## src/timer_defs.vh

```
// constants for the prescaled interval timer: register offsets, field positions, reset values
// assumes a 32-bit apb slave with 12 address bits, word aligned registers
//
// Contract
// - a 16-bit down-counter decrements by one every n processor cycles
// - software-writable 8-bit prescale register holds n
// - counter at zero raises a timer interrupt request toward the processor
// - counter at zero reloads from the 16-bit period register, repeating without software
// - timer expiry is one interrupt source beside serial, byte transfer and power-down
`ifndef TIMER_DEFS_VH
`define TIMER_DEFS_VH

// ****************************************
// register offsets
// ****************************************
`define OFF_DOWN_COUNT 12'h000
`define OFF_PRESCALE 12'h004
`define OFF_PERIOD 12'h008
`define OFF_CONTROL 12'h00c
`define OFF_STATUS 12'h010
`define OFF_MASK 12'h014
`define OFF_EXPIRY_COUNT 12'h018

// ****************************************
// fields
// ****************************************
`define CTRL_ENABLE_BIT 0
`define CTRL_LOAD_BIT 1
`define SRC_TIMER_BIT 0
`define SRC_SERIAL_BIT 1
`define SRC_BYTE_XFER_BIT 2
`define SRC_PWRDN_BIT 3
`define NUM_SOURCES 4

// ****************************************
// reset values
// ****************************************
`define RST_DOWN_COUNT 16'h0000
`define RST_PRESCALE 8'h01
`define RST_PERIOD 16'h0000
`define RST_CONTROL 2'h0
`define RST_MASK 4'h0

`endif

```

## src/cycle_prescaler.v

```verilog
// cycle prescaler: one tick per n enabled clock cycles
// assumes scale is stable while running; a change is picked up at the next tick or restart
`timescale 1ns/1ps

module cycle_prescaler #(
    parameter WIDTH = 8
) (
    input wire pclk,
    input wire presetn,
    input wire run,
    input wire restart,
    input wire [WIDTH-1:0] scale,
    output wire tick
);

    reg [WIDTH-1:0] cnt_q;
    reg [WIDTH-1:0] cnt_d;

    // n of zero behaves as one, so the counter can never stall
    assign tick = run && !restart && (cnt_q <= {{(WIDTH-1){1'b0}}, 1'b1});

    always @* begin
        cnt_d = cnt_q;
        if (!run || restart || tick) begin
            cnt_d = scale;
        end else begin
            cnt_d = cnt_q - {{(WIDTH-1){1'b0}}, 1'b1};
        end
    end

    always @(posedge pclk or negedge presetn) begin
        if (!presetn) begin
            cnt_q <= {WIDTH{1'b0}};
        end else begin
            cnt_q <= cnt_d;
        end
    end

endmodule // cycle_prescaler

```

## src/prescaled_interval_timer.v

```verilog
// prescaled interval timer with apb register access and a small interrupt status block
// assumes a single clock, synchronous one-cycle event inputs and a standard apb master
//
// Register access over APB and the placing of the registers were decided locally.
`timescale 1ns/1ps
`include "timer_defs.vh"

module prescaled_interval_timer #(
    parameter COUNT_W = 16,
    parameter SCALE_W = 8
) (
    input wire pclk,
    input wire presetn,
    input wire psel,
    input wire penable,
    input wire pwrite,
    input wire [11:0] paddr,
    input wire [31:0] pwdata,
    output reg [31:0] prdata,
    output reg pready,
    output reg pslverr,
    input wire serial_evt,
    input wire byte_xfer_evt,
    input wire pwrdn_evt,
    output reg timer_req,
    output reg irq
);

    // ****************************************
    // state
    // ****************************************
    reg [COUNT_W-1:0] down_count_q;
    reg [COUNT_W-1:0] down_count_d;
    reg [SCALE_W-1:0] prescale_q;
    reg [COUNT_W-1:0] period_q;
    reg enable_q;
    reg load_q;
    reg [`NUM_SOURCES-1:0] status_q;
    reg [`NUM_SOURCES-1:0] mask_q;
    reg [`NUM_SOURCES-1:0] read_clr_q;
    reg [15:0] expiry_count_q;
    reg [31:0] rdata_d;
    reg addr_ok;

    wire access;
    wire wr_done;
    wire rd_done;
    wire capture;
    wire tick;
    wire expire;
    wire prescale_wr;
    wire [SCALE_W-1:0] scale_next;
    wire [`NUM_SOURCES-1:0] events;
    wire [`NUM_SOURCES-1:0] status_clr;

    // ****************************************
    // apb handshake
    // ****************************************
    // one wait state: read data and error come from flops, and the
    // read-clear acts only on bits the master actually saw
    assign access = psel && penable;
    assign capture = access && !pready;
    assign wr_done = access && pready && pwrite;
    assign rd_done = access && pready && !pwrite;

    always @* begin
        addr_ok = 1'b1;
        rdata_d = 32'h00000000;
        case (paddr)
            `OFF_DOWN_COUNT: begin
                rdata_d[COUNT_W-1:0] = down_count_q;
            end
            `OFF_PRESCALE: begin
                rdata_d[SCALE_W-1:0] = prescale_q;
            end
            `OFF_PERIOD: begin
                rdata_d[COUNT_W-1:0] = period_q;
            end
            `OFF_CONTROL: begin
                rdata_d[`CTRL_ENABLE_BIT] = enable_q;
            end
            `OFF_STATUS: begin
                rdata_d[`NUM_SOURCES-1:0] = status_q;
            end
            `OFF_MASK: begin
                rdata_d[`NUM_SOURCES-1:0] = mask_q;
            end
            `OFF_EXPIRY_COUNT: begin
                rdata_d[15:0] = expiry_count_q;
            end
            default: begin
                addr_ok = 1'b0;
            end
        endcase
    end

    always @(posedge pclk or negedge presetn) begin
        if (!presetn) begin
            pready <= 1'b0;
            pslverr <= 1'b0;
            prdata <= 32'h00000000;
            read_clr_q <= {`NUM_SOURCES{1'b0}};
        end else begin
            pready <= capture;
            if (capture) begin
                pslverr <= !addr_ok;
                prdata <= pwrite ? 32'h00000000 : rdata_d;
                if (!pwrite && paddr == `OFF_STATUS) begin
                    read_clr_q <= status_q;
                end else begin
                    read_clr_q <= {`NUM_SOURCES{1'b0}};
                end
            end else begin
                pslverr <= 1'b0;
                read_clr_q <= {`NUM_SOURCES{1'b0}};
            end
        end
    end

    // ****************************************
    // software registers
    // ****************************************
    always @(posedge pclk or negedge presetn) begin
        if (!presetn) begin
            prescale_q <= `RST_PRESCALE;
            period_q <= `RST_PERIOD;
            enable_q <= 1'b0;
            load_q <= 1'b0;
            mask_q <= `RST_MASK;
        end else begin
            load_q <= 1'b0;
            if (wr_done) begin
                case (paddr)
                    `OFF_PRESCALE: begin
                        prescale_q <= pwdata[SCALE_W-1:0];
                    end
                    `OFF_PERIOD: begin
                        period_q <= pwdata[COUNT_W-1:0];
                    end
                    `OFF_CONTROL: begin
                        enable_q <= pwdata[`CTRL_ENABLE_BIT];
                        load_q <= pwdata[`CTRL_LOAD_BIT];
                    end
                    `OFF_MASK: begin
                        mask_q <= pwdata[`NUM_SOURCES-1:0];
                    end
                    default: begin
                        load_q <= 1'b0;
                    end
                endcase
            end
        end
    end

    // ****************************************
    // prescaler and down-counter
    // ****************************************
    // a new scale value restarts the prescaler so the old n never leaks into the next tick
    assign prescale_wr = wr_done && (paddr == `OFF_PRESCALE);
    // the register only updates at this edge, so the restart takes the written value directly
    assign scale_next = prescale_wr ? pwdata[SCALE_W-1:0] : prescale_q;

    cycle_prescaler #(
        .WIDTH(SCALE_W)
    ) u_prescaler (
        .pclk(pclk),
        .presetn(presetn),
        .run(enable_q),
        .restart(prescale_wr || load_q),
        .scale(scale_next),
        .tick(tick)
    );

    // zero is held for one tick interval, then the next tick reloads and expires
    assign expire = tick && (down_count_q == {COUNT_W{1'b0}});

    always @* begin
        down_count_d = down_count_q;
        if (wr_done && paddr == `OFF_DOWN_COUNT) begin
            down_count_d = pwdata[COUNT_W-1:0];
        end else if (load_q) begin
            down_count_d = period_q;
        end else if (expire) begin
            down_count_d = period_q;
        end else if (tick) begin
            down_count_d = down_count_q - {{(COUNT_W-1){1'b0}}, 1'b1};
        end
    end

    always @(posedge pclk or negedge presetn) begin
        if (!presetn) begin
            down_count_q <= `RST_DOWN_COUNT;
            expiry_count_q <= 16'h0000;
            timer_req <= 1'b0;
        end else begin
            down_count_q <= down_count_d;
            timer_req <= expire;
            if (expire) begin
                expiry_count_q <= expiry_count_q + 16'h0001;
            end
        end
    end

    // ****************************************
    // interrupt sources
    // ****************************************
    assign events[`SRC_TIMER_BIT] = expire;
    assign events[`SRC_SERIAL_BIT] = serial_evt;
    assign events[`SRC_BYTE_XFER_BIT] = byte_xfer_evt;
    assign events[`SRC_PWRDN_BIT] = pwrdn_evt;
    assign status_clr = rd_done ? read_clr_q : {`NUM_SOURCES{1'b0}};

    genvar gi;
    generate
        for (gi = 0; gi < `NUM_SOURCES; gi = gi + 1) begin : g_src
            // set beats clear so an event landing on the read is kept
            always @(posedge pclk or negedge presetn) begin
                if (!presetn) begin
                    status_q[gi] <= 1'b0;
                end else if (events[gi]) begin
                    status_q[gi] <= 1'b1;
                end else if (status_clr[gi]) begin
                    status_q[gi] <= 1'b0;
                end
            end
        end
    endgenerate

    always @(posedge pclk or negedge presetn) begin
        if (!presetn) begin
            irq <= 1'b0;
        end else begin
            irq <= |(status_q & mask_q);
        end
    end

endmodule // prescaled_interval_timer

```

## config.mk

```make
export PLATFORM = sky130hd
export DESIGN_NAME = prescaled_interval_timer
export DESIGN_NICKNAME = d
export VERILOG_FILES = /design/src/cycle_prescaler.v /design/src/prescaled_interval_timer.v
export VERILOG_INCLUDE_DIRS = /design/src
export SDC_FILE = /design/constraint.sdc
export NUM_CORES = 1
export LEC_CHECK = 0
export BUFFER_PORTS_ARGS = -buffer_cell sky130_fd_sc_hd__buf_2
export CAP_MARGIN = 20
export CORE_MARGIN = 2
export CORE_UTILIZATION = 38
export CTS_BUF_LIST = sky130_fd_sc_hd__clkbuf_2
export DETAILED_ROUTE_END_ITERATION = 8
export PLACE_DENSITY_LB_ADDON = 0.1
export SYNTH_ARGS = -nofsm -noshare
export SYNTH_HDL_FRONTEND = slang
export SYNTH_SLANG_ARGS = --single-unit
```

## constraint.sdc

```tcl
create_clock -name pclk -period 3.4 [get_ports pclk]
set_input_delay 0.68 -clock pclk [delete_from_list [all_inputs] [get_ports pclk]]
set_output_delay 0.68 -clock pclk [all_outputs]
set_load 0.005 [all_outputs]
```

# After elaboration in Yosys (flattened, before gate mapping)
# Cells that the tools add are included.
# W data, S select, Z words.
[totals]
input_bits = 52
register_bits = 114
[op_classes]
muxes = 26
bitwise = 1
n_reduce_logical = 32
n_addsub = 3
order_cmp = 1
eq_ne = 6
[ops]
columns = ["op", "count"]
rows = [
  ["$mux W16", 5],
  ["$eq A12 B5 Y1 const B", 3],
  ["$eq A12 B4 Y1 const B", 2],
  ["$pmux W8 S3", 1],
  ["$pmux W3 S6", 1],
  ["$add A16 B1 Y16 const B", 1],
  ["$logic_not A16 Y1", 1],
  ["$mux W8", 2],
  ["$pmux W4 S4", 1],
  ["$sub A16 B1 Y16 const B", 1],
  ["$eq A12 B3 Y1 const B", 1],
  ["$logic_not A12 Y1", 1],
  ["$mux W1", 12],
  ["$mux W4", 3],
  ["$logic_and A1 B1 Y1", 11],
  ["$le A8 B1 Y1 const B", 1],
  ["$reduce_and A2 Y1", 4],
  ["$reduce_bool A2 Y1", 4],
  ["$sub A8 B1 Y8 const B", 1],
  ["$pmux W1 S7", 1],
  ["$reduce_or A7 Y1", 1],
  ["$logic_not A1 Y1", 5],
  ["$and A4 B4 Y4", 1],
  ["$reduce_bool A4 Y1", 1],
  ["other kinds (2)", 4],
]

# Depth between registers and ports, before layout
# Gate-level depths: netlist of the first run.
[depth]
ltp_word = 12
mapped_depth = 9
ltp_nobuf = 7

# Hierarchy
# From an unflattened synthesis of the first run, not the netlist that was laid out.
[unflattened]
hier_cells = 533
hier_area_um2 = 5343.9
[modules_own_cells]
columns = ["mod", "n_inst", "area_per_inst_um2", "cells_each"]
rows = [
  ["prescaled_interval_timer", 1, 4873.4, 482],
  ["cycle_prescaler", 1, 470.5, 51],
]

# Worst setup path before layout of the first run
# No wires, ideal clock.
[synth_timing]
path_kind = "in2reg"
startpoint = "in paddr[3]"
endpoint = "reg down_count_q[0]"
arrival_ns = 2.166
setup_ns = 0.140
setup_slack_ns = 1.094
cell_stages = 7
path_cell_list = "buf_2 > or2_1 > or4_4 > o21a_1 > clkbuf_1 > o311ai_0 > a31oi_1"
[synth_via]
elab_chain_len = 10
elab_cells_between_ends = 13
classes_between = "eq/ne (1); mux (3); reduce/logical (9)"
[synth_rtl]
columns = ["item", "line_no", "rtl"]
rows = [
  ["start: declaration", "prescaled_interval_timer.v:17", "input wire [11:0] paddr,"],
  ["$eq A12 B3 Y1", "n/a", ""],
  ["$logic_and A1 B1 Y1", "prescaled_interval_timer.v:159", "assign prescale_wr = wr_done && (paddr == `OFF_PRESCALE);"],
  ["$logic_or A1 B1 Y1", "prescaled_interval_timer.v:169", ".restart(prescale_wr || load_q),"],
  ["$logic_not A1 Y1", "cycle_prescaler.v:20", "assign tick = run && !restart && (cnt_q <= {{(WIDTH-1){1'b0}}, 1'b1});"],
  ["$logic_and A1 B1 Y1 (2 in series)", "cycle_prescaler.v:20", ""],
  ["$logic_and A1 B1 Y1", "prescaled_interval_timer.v:175", "assign expire = tick && (down_count_q == {COUNT_W{1'b0}});"],
  ["$mux W16", "prescaled_interval_timer.v:183", "end else if (expire) begin"],
  ["$mux W16", "prescaled_interval_timer.v:181", "end else if (load_q) begin"],
  ["$mux W16", "prescaled_interval_timer.v:179", "if (wr_done && paddr == `OFF_DOWN_COUNT) begin"],
  ["end signal: assignment", "prescaled_interval_timer.v:192", "down_count_q <= `RST_DOWN_COUNT;"],
  ["end signal: assignment", "prescaled_interval_timer.v:196", "down_count_q <= down_count_d;"],
  ["end: declaration", "prescaled_interval_timer.v:32", "reg [COUNT_W-1:0] down_count_q;"],
]
# Several ways; a longest one is shown, not always the timed one.
# A chain may end at the register's enable or synchronous reset.

# Final worst setup path of the first run
[layout_timing]
startpoint = "reg u_prescaler.cnt_q[0]"
endpoint = "reg down_count_q[8]"
[layout_via]
elab_chain_len = 6
elab_cells_between_ends = 7
classes_between = "order compare (1); mux (3); reduce/logical (3)"
[layout_rtl]
columns = ["item", "line_no", "rtl"]
rows = [
  ["start: declaration", "cycle_prescaler.v:16", "reg [WIDTH-1:0] cnt_q;"],
  ["start signal: assignment", "cycle_prescaler.v:33", "cnt_q <= {WIDTH{1'b0}};"],
  ["start signal: assignment", "cycle_prescaler.v:35", "cnt_q <= cnt_d;"],
  ["$le A8 B1 Y1 *", "cycle_prescaler.v:20", ""],
  ["$logic_and A1 B1 Y1 *", "cycle_prescaler.v:20", ""],
  ["$logic_and A1 B1 Y1", "prescaled_interval_timer.v:175", ""],
  ["$mux W16", "prescaled_interval_timer.v:183", ""],
  ["$mux W16", "prescaled_interval_timer.v:181", ""],
  ["$mux W16", "prescaled_interval_timer.v:179", ""],
]
# Every way passes the cells marked *; elsewhere a longest branch is shown, timed or not.

==> summary.txt, run 1 <==
Power and ir drop
  • Maximum vdd ir drop: 139 µV
  • Cell Pwr Density: 318 mW/mm²
  • Pleak: 0.00269 µW

Synth
  • Ys Warns: 0
  • Most used flip-flop cell after synthesis: dfrtp_1
  • Mapped Area: 0.00552 mm²
  • Post-synth EDFFs: 0
  • Synth Instances: 539
  • Register area share after synthesis: 0.444
  • Synthesized area per cell: 10.2 µm²
  • Async SR Flop Fraction: 1.00
  • Number of synthesized register bits: 98
  • Unique masters post-synth: 68

Critical path
  • Critical path endpoint category: flop
  • CP Max Fanout: 9
  • Reg-to-Reg Start: u_prescaler.cnt_q[0]
  • R2R Setup Slk: 860 ps
  • Worst Reg2Reg Path Length in Cells: 8
  • Required @ worst endpoint: 3960 ps
  • Type of origin of the critical path: flop
  • Worst EP arrival: 3100 ps
  • Crit Path Class: reg -> reg
  • Worst R2R End: down_count_q[8]

Drt
  • Vias per cell: 5.53
  • Starting DRC count in detailed routing: 217
  • Routed Antenna Nets: 0
  • Drt pass-1 iters: 4
  • Detailed-route DRC error count: 0
  • WL/cell: 18.6 µm
  • Routed WL: 14.5 mm
  • Vias: 4297

Global routing
  • GRT met2 Usage: 0.295
  • Vias in the first global route: 4301
  • First-pass GRT wire length: 23.7 mm
  • Most used routing layer: met2
  • Largest net degree at the start of global routing: 75
  • Overflow after GRT: 0
  • GR met1 Demand/Resource: 0.271
  • GRT Util Overall: 0.193
  • Initial antenna violation count: 0
  • Met3 usage: 0.0305

Cells and area
  • ANT cells: 0
  • Fin nets: 645
  • Area Overhead vs Synth: 10.1%
  • Multi-input gate area: 0.00280 mm²
  • Share of layout cells above drive strength 1: 0.272
  • Utilization after layout: 0.423
  • FILL cells: 1435
  • Fin cells: 777
  • Register area: 0.00245 mm²

Die
  • FP Rows: 44
  • Top-Level Pins: 88
  • Die area: 0.0155 mm²
  • Die width: 125 µm
  • Die H: 125 µm
  • Initial Util: 0.384
  • Core Region: 0.0144 mm²

STA
  • Clock Skew: 41.1 ps
  • Final WS setup: 859 ps
  • Actual slew at the worst max-slew pin: 946 ps
  • Fin Setup TNS: 0 ps
  • Worst slew margin: 0.369
  • Fin crit period: 2540 ps
  • RSZ-0062 raised after global routing: false
  • Peak Freq: 394 MHz
  • Period Utilization, post-route: 0.747
  • Fin. Hold Viols: 0
  • # setup viols final: 0
  • Hold_ws: 138 ps
  • Final Max Slew Viols: 0

Status
  • Outcome: complete, no violations

Clock tree
  • Clock Path Buffers: 2
  • Hold Buf Count CTS: 0
  • CTS tree: built
  • Post-CTS setup buffer count: 0
  • Worst-path clk slew: 290 ps
  • Htree depth: 3
  • Clk sinks: 98
  • Clk Latency, worst-skew pair: 610 ps
  • Clock root buffer: clkbuf_2
  • CTS Buf Count: 9
  • Post-CTS Resized: 0

Min path
  • Hold/Removal Path Class: in -> async

Placed design
  • Inst Count DP: 761
  • Placer congestion estimate: 0.852
  • IO Port Bufs: 55
  • HPWL after DPL: 10.6 mm
  • Pre-CTS setup slack: 699 ps

Flow run
  • Max Cap Viol: 0
## Yosys cell counts (3+ instances only)
library cell	number	share of area
a31o_2	3	0.0048
mux2_2	48	0.098
a31oi_1	6	0.0068
and2_1	7	0.0079
buf_2	12	0.011
ha_1	5	0.011
nand4_1	7	0.0079
nor3_1	29	0.026
buf_4	17	0.023
mux2i_1	8	0.014
o21ai_0	19	0.017
a21o_1	4	0.0054
nand2_1	47	0.032
a221oi_1	3	0.0048
nor4_1	12	0.014
o21ai_1	6	0.0054
nor2_1	22	0.015
xnor2_1	9	0.014
dfrtp_1	97	0.44
nor4_4	3	0.012
buf_1	4	0.0027
o211ai_1	11	0.015
inv_1	15	0.010
a21oi_1	6	0.0054
or3_1	3	0.0034
xor2_1	21	0.033
a22oi_1	10	0.014
clkbuf_1	13	0.0088
and3_1	8	0.0091
o311ai_0	15	0.024
or2_2	3	0.0034
nand3_1	21	0.019
## worst max-delay path by stage
stage / to / start / cells after the start
floorplan: down_count_q[0] / paddr[3] / 7
global route: down_count_q[12] / u_prescaler.cnt_q[0] / 8
finish: down_count_q[8] / u_prescaler.cnt_q[0] / 8
CTS: down_count_q[0] / u_prescaler.cnt_q[0] / 8
detailed placement: down_count_q[8] / paddr[4] / 6
global placement: down_count_q[2] / paddr[4] / 6
## power by group
group / total [µW] / internal, µW / switching [µW]
sequential: 1170 / 1170 / 1.39
combinational: 102 / 31.9 / 69.9
clock: 662 / 243 / 419
total: 1940 / 1450 / 490
## layout make-up
| cell class | count | share of cell area |
|---|---|---|
| well taps | 184 | 0.0379 |
| multi-input cells | 392 | 0.460 |
| inverters | 15 | 0.00926 |
| flip-flops and latches | 98 | 0.404 |
| repair buffers | 72 | 0.0667 |
| clock buffers | 9 | 0.00741 |
| clock inverters | 7 | 0.0152 |
## worst max-delay path, cell delays in order, from the launching register on
cell      delay (ps)
dfrtp_1          440
inv_1             70
ha_1             250
or2_2            320
and3_1           250
a31oi_1          540
buf_4            300
o311ai_0         160
o211ai_1         200
## per-layer routing
metal / wire length, µm / share of wire / vias up
li1: - / - / 2050
met1: 6910 / 0.48 / 2125
met2: 6680 / 0.46 / 97
met3: 466 / 0.032 / 25
met4: 395 / 0.027 / 0
met5: 0 / 0 / -
## layout by cell type (no fill, tap or decap), types with 8 or more instances in the layout
cell type / synthesis / layout
a22oi_1: 10 / 10
and3_1: 8 / 8
buf_2: 12 / 54
buf_4: 17 / 18
clkbuf_2: 2 / 9
conb_1: 1 / 16
dfrtp_1: 97 / 97
inv_1: 15 / 15
mux2_2: 48 / 48
mux2i_1: 8 / 8
nand2_1: 47 / 47
nand3_1: 21 / 21
nor2_1: 22 / 22
nor3_1: 29 / 29
nor4_1: 12 / 12
o211ai_1: 11 / 11
o21ai_0: 19 / 19
o311ai_0: 15 / 15
xnor2_1: 9 / 9
xor2_1: 21 / 21
## through the flow
step | area [µm²] | total power (µW)
2_1_floorplan | 5580 | 1240
3_3_place_gp | 5940 | 1290
6_report | 6080 | 1940
5_1_grt | 6080 | 2020
4_1_cts | 6080 | 1970
3_5_place_dp | 5940 | 1290
## state kept, by name, indices dropped and copies added, names as in the netlist
name	count
down_count_q	16
enable_q	1
expiry_count_q	16
irq	1
load_q	1
mask_q	4
period_q	16
prdata	16
pready	1
prescale_q	8
pslverr	1
read_clr_q	4
status_q	4
timer_req	1
u_prescaler.cnt_q	8
## cells by family (layout without fill, tap and decap cells)
logic type	count (synthesis)	in the layout	synth area share
adder cells (fa/ha/maj)	5	5	0.0113
XOR/XNOR	30	30	0.0476
buffers and inverters	64	103	0.0596
AO/OA/AOI/OAI	97	97	0.126
multiplexers	58	58	0.121
other	1	16	0.000679
flip-flops	98	98	0.444
AND/OR/NAND/NOR	186	186	0.190
No activity file was read; power rests on OpenSTA's default activity.
==> run 2: changes to the inputs <==
==> constraint.sdc (replaced) <==
create_clock -name pclk -period 2.05 [get_ports pclk]
set_input_delay 0.41 -clock pclk [delete_from_list [all_inputs] [get_ports pclk]]
set_output_delay 0.41 -clock pclk [all_outputs]
set_load 0.005 [all_outputs]
==> summary.txt, run 2 (synthesis results as in run 1) <==
Drt
  • Routed WL: 15.5 mm (was 14.5 mm)
  • Starting DRC count in detailed routing: 198 (was 217)
  • Detailed-route DRC error count: 0 (unchanged)
  • Vias per cell: 5.37 (was 5.53)
  • Drt pass-1 iters: 5 (was 4)
  • Vias: 4607 (was 4297)
  • Routed Antenna Nets: 0 (unchanged)
  • WL/cell: 18.1 µm (was 18.6 µm)

Cells and area
  • Fin nets: 726 (was 645)
  • Fin area: 0.00701 mm² (was 0.00608 mm²)
  • Commonest non-fill, non-tap cell in the layout: dfrtp_1 (unchanged)
  • ANT cells: 0 (unchanged)
  • Share of layout cells above drive strength 1: 0.372 (was 0.272)
  • Most frequent cells in the layout: dfrtp_1 (94), buf_4 (69), buf_2 (54) (was dfrtp_1 (97), buf_2 (54), mux2_2 (48))
  • Fin cells: 858 (was 777)
  • Area Overhead vs Synth: 26.8% (was 10.1%)
  • Utilization after layout: 0.488 (was 0.423)

STA
  • Final Max Slew Viols: 0 (unchanged)
  • Final WS setup: 95.0 ps (was 859 ps)
  • Period Utilization, post-route: 0.954 (was 0.747)
  • Peak Freq: 512 MHz (was 394 MHz)
  • Worst slew margin: 0.648 (was 0.369)
  • Actual slew at the worst max-slew pin: 528 ps (was 946 ps)
  • Clock Skew: 22.8 ps (was 41.1 ps)
  • Fin. Hold Viols: 0 (unchanged)
  • RSZ-0062 raised after global routing: true (was false)
  • Fin crit period: 1950 ps (was 2540 ps)
  • # setup viols final: 0 (unchanged)

Die
  • Initial Util: 0.384 (unchanged)
  • Die H: 125 µm (unchanged)
  • Die area: 0.0155 mm² (unchanged)
  • FP Rows: 44 (unchanged)
  • Core Region: 0.0144 mm² (unchanged)
  • Top-Level Pins: 88 (unchanged)
  • Die width: 125 µm (unchanged)

Critical path
  • Worst R2R End: down_count_q[13] (was down_count_q[8])
  • Type of origin of the critical path: flop (unchanged)
  • Critical path endpoint category: flop (unchanged)
  • CP Max Fanout: 5 (was 9)
  • CP cell instances: buf_4 -> or4_1 -> nor4_2 -> a21oi_1 -> nor3_1 -> o21ai_1 (was inv_1 -> ha_1 -> or2_2 -> and3_1 -> a31oi_1 -> buf_4 -> o311ai_0 -> o211ai_1)
  • Required @ worst endpoint: 2600 ps (was 3960 ps)
  • Delay-heaviest family, CP: simple AND/OR/NAND/NOR gates (was compound AO/OA/AOI/OAI gates)
  • Reg-to-Reg Start: down_count_q[8] (was u_prescaler.cnt_q[0])
  • Worst setup startpoint: down_count_q[8] (was u_prescaler.cnt_q[0])
  • R2R Setup Slk: 100 ps (was 860 ps)
  • Levels on crit path: 6 (was 8)
  • Crit Path Class: reg -> reg (unchanged)
  • Worst Reg2Reg Path Length in Cells: 6 (was 8)
  • CP bufs+invs: 1 (was 2)
  • Worst EP arrival: 2500 ps (was 3100 ps)
  • Worst Setup EP: down_count_q[13] (was down_count_q[8])
  • Critical path's slowest cell: or4_1 (was a31oi_1)
  • Max incr delay on CP: 580 ps (was 540 ps)

Clock tree
  • Clock Path Buffers: 2 (unchanged)
  • Worst-path clk slew: 260 ps (was 290 ps)
  • CTS tree: built (unchanged)
  • Clk sinks: 98 (unchanged)
  • CTS Buf Count: 9 (unchanged)
  • Clock root buffer: clkbuf_2 (unchanged)
  • Clk Latency, worst-skew pair: 630 ps (was 610 ps)
  • Htree depth: 3 (unchanged)

Placed design
  • Post-DP Area: 0.00644 mm² (was 0.00594 mm²)
  • Placer congestion estimate: 0.867 (was 0.852)
  • Inst Count DP: 814 (was 761)
  • Pre-CTS setup slack: -156 ps (was 699 ps)
  • HPWL after DPL: 11.1 mm (was 10.6 mm)
  • IO Port Bufs: 55 (unchanged)

Power and ir drop
  • Sequential share of power: 0.648 (was 0.605)
  • Internal power: 2200 µW (was 1450 µW)
  • Switch share: 0.268 (was 0.253)
  • Cell Pwr Density: 428 mW/mm² (was 318 mW/mm²)
  • Pleak: 0.00312 µW (was 0.00269 µW)
  • Gate power share: 0.071 (was 0.053)
  • Sw power: 803 µW (was 490 µW)
  • Clock network fraction of total power: 0.281 (was 0.342)
  • Maximum vdd ir drop: 241 µV (was 139 µV)

Global routing
  • GRT Util Overall: 0.199 (was 0.193)
  • Vias in the first global route: 4544 (was 4301)
  • First-pass GRT wire length: 24.3 mm (was 23.7 mm)
  • Initial antenna violation count: 0 (unchanged)
  • Largest net degree at the start of global routing: 99 (was 75)
  • Overflow after GRT: 0 (unchanged)

Flow run
  • Max Cap Viol: 0 (unchanged)

Min path
  • Hold/Removal Path Class: in -> reg (was in -> async)

Status
  • Outcome: complete, no violations (unchanged)
-- run 2: cell count changes in the layout (fill, tap and decap cells not counted), moves of 4 or more --
cell,before,now
buf_4,18,69
dlygate4sd3_1,0,18
buf_12,0,8
nor3_1,29,23
nor4_1,12,5
nor3_2,1,6
nor4_2,2,6
-- run 2: timing repair --
action / CTS / global route
endpoints found under the hold margin: 113 / 7
resized for setup: 9 / 34
cloned: 0 / 2
hold buffers: 13 / 5
pin swaps: 2 / 6
setup buffers: 3 / 5
endpoints found under the setup margin: 39 / 37
-- run 2: power groups by stage --
stage          Sequential [µW]  Combinational (µW)  Clock (µW)
3_3_place_gp              1970                 186           0
6_report                  1940                 212         844
3_5_place_dp              1970                 188           0
2_1_floorplan             1970                84.8           0
4_1_cts                   1940                 208         887
5_1_grt                   1950                 237         965
-- run 2: layout make-up --
| class | count | area (µm²) |
|---|---|---|
| fillers | 1384 | 7360 |
| flip-flops and latches | 98 | 2460 |
| multi-input cells | 392 | 2980 |
| inverters | 15 | 56.3 |
| clock inverters | 5 | 30.0 |
| well taps | 184 | 230 |
| repair buffers | 153 | 1200 |
| clock buffers | 11 | 55.1 |
-- run 2: metrics by stage --
step	setup TNS [ps]	hold WS, ps	total power, µW
global route	-94.1	9.66	3150
global placement	-3420	461	2160
CTS	0	5.42	3040
floorplan	-116	114	2060
detailed placement	-4320	466	2160
finish	0	69.4	3000
-- run 2: per-layer routing --
metal  share of wire  global-route usage  routed length [µm]  up-vias
li1                -                   -                   -     2207
met1            0.46               0.262                7100     2256
met2            0.48               0.331                7450      120
met3           0.044              0.0425                 682       24
met4           0.020              0.0549                 318        0
met5               0                   0                   0        -
-- run 2: worst min path at each step --
stage                       start                  to  slack (ps)  depth (start not counted)
6_report                pwdata[7]         period_q[7]          70                          2
5_1_grt                 pwdata[7]       prescale_q[7]          10                          2
4_1_cts                pwdata[14]        period_q[14]           5                          2
3_5_place_dp   expiry_count_q[15]  expiry_count_q[15]         470                          1
3_3_place_gp            prdata[8]           prdata[8]         460                          2
2_1_floorplan             presetn     down_count_q[0]         110                          0
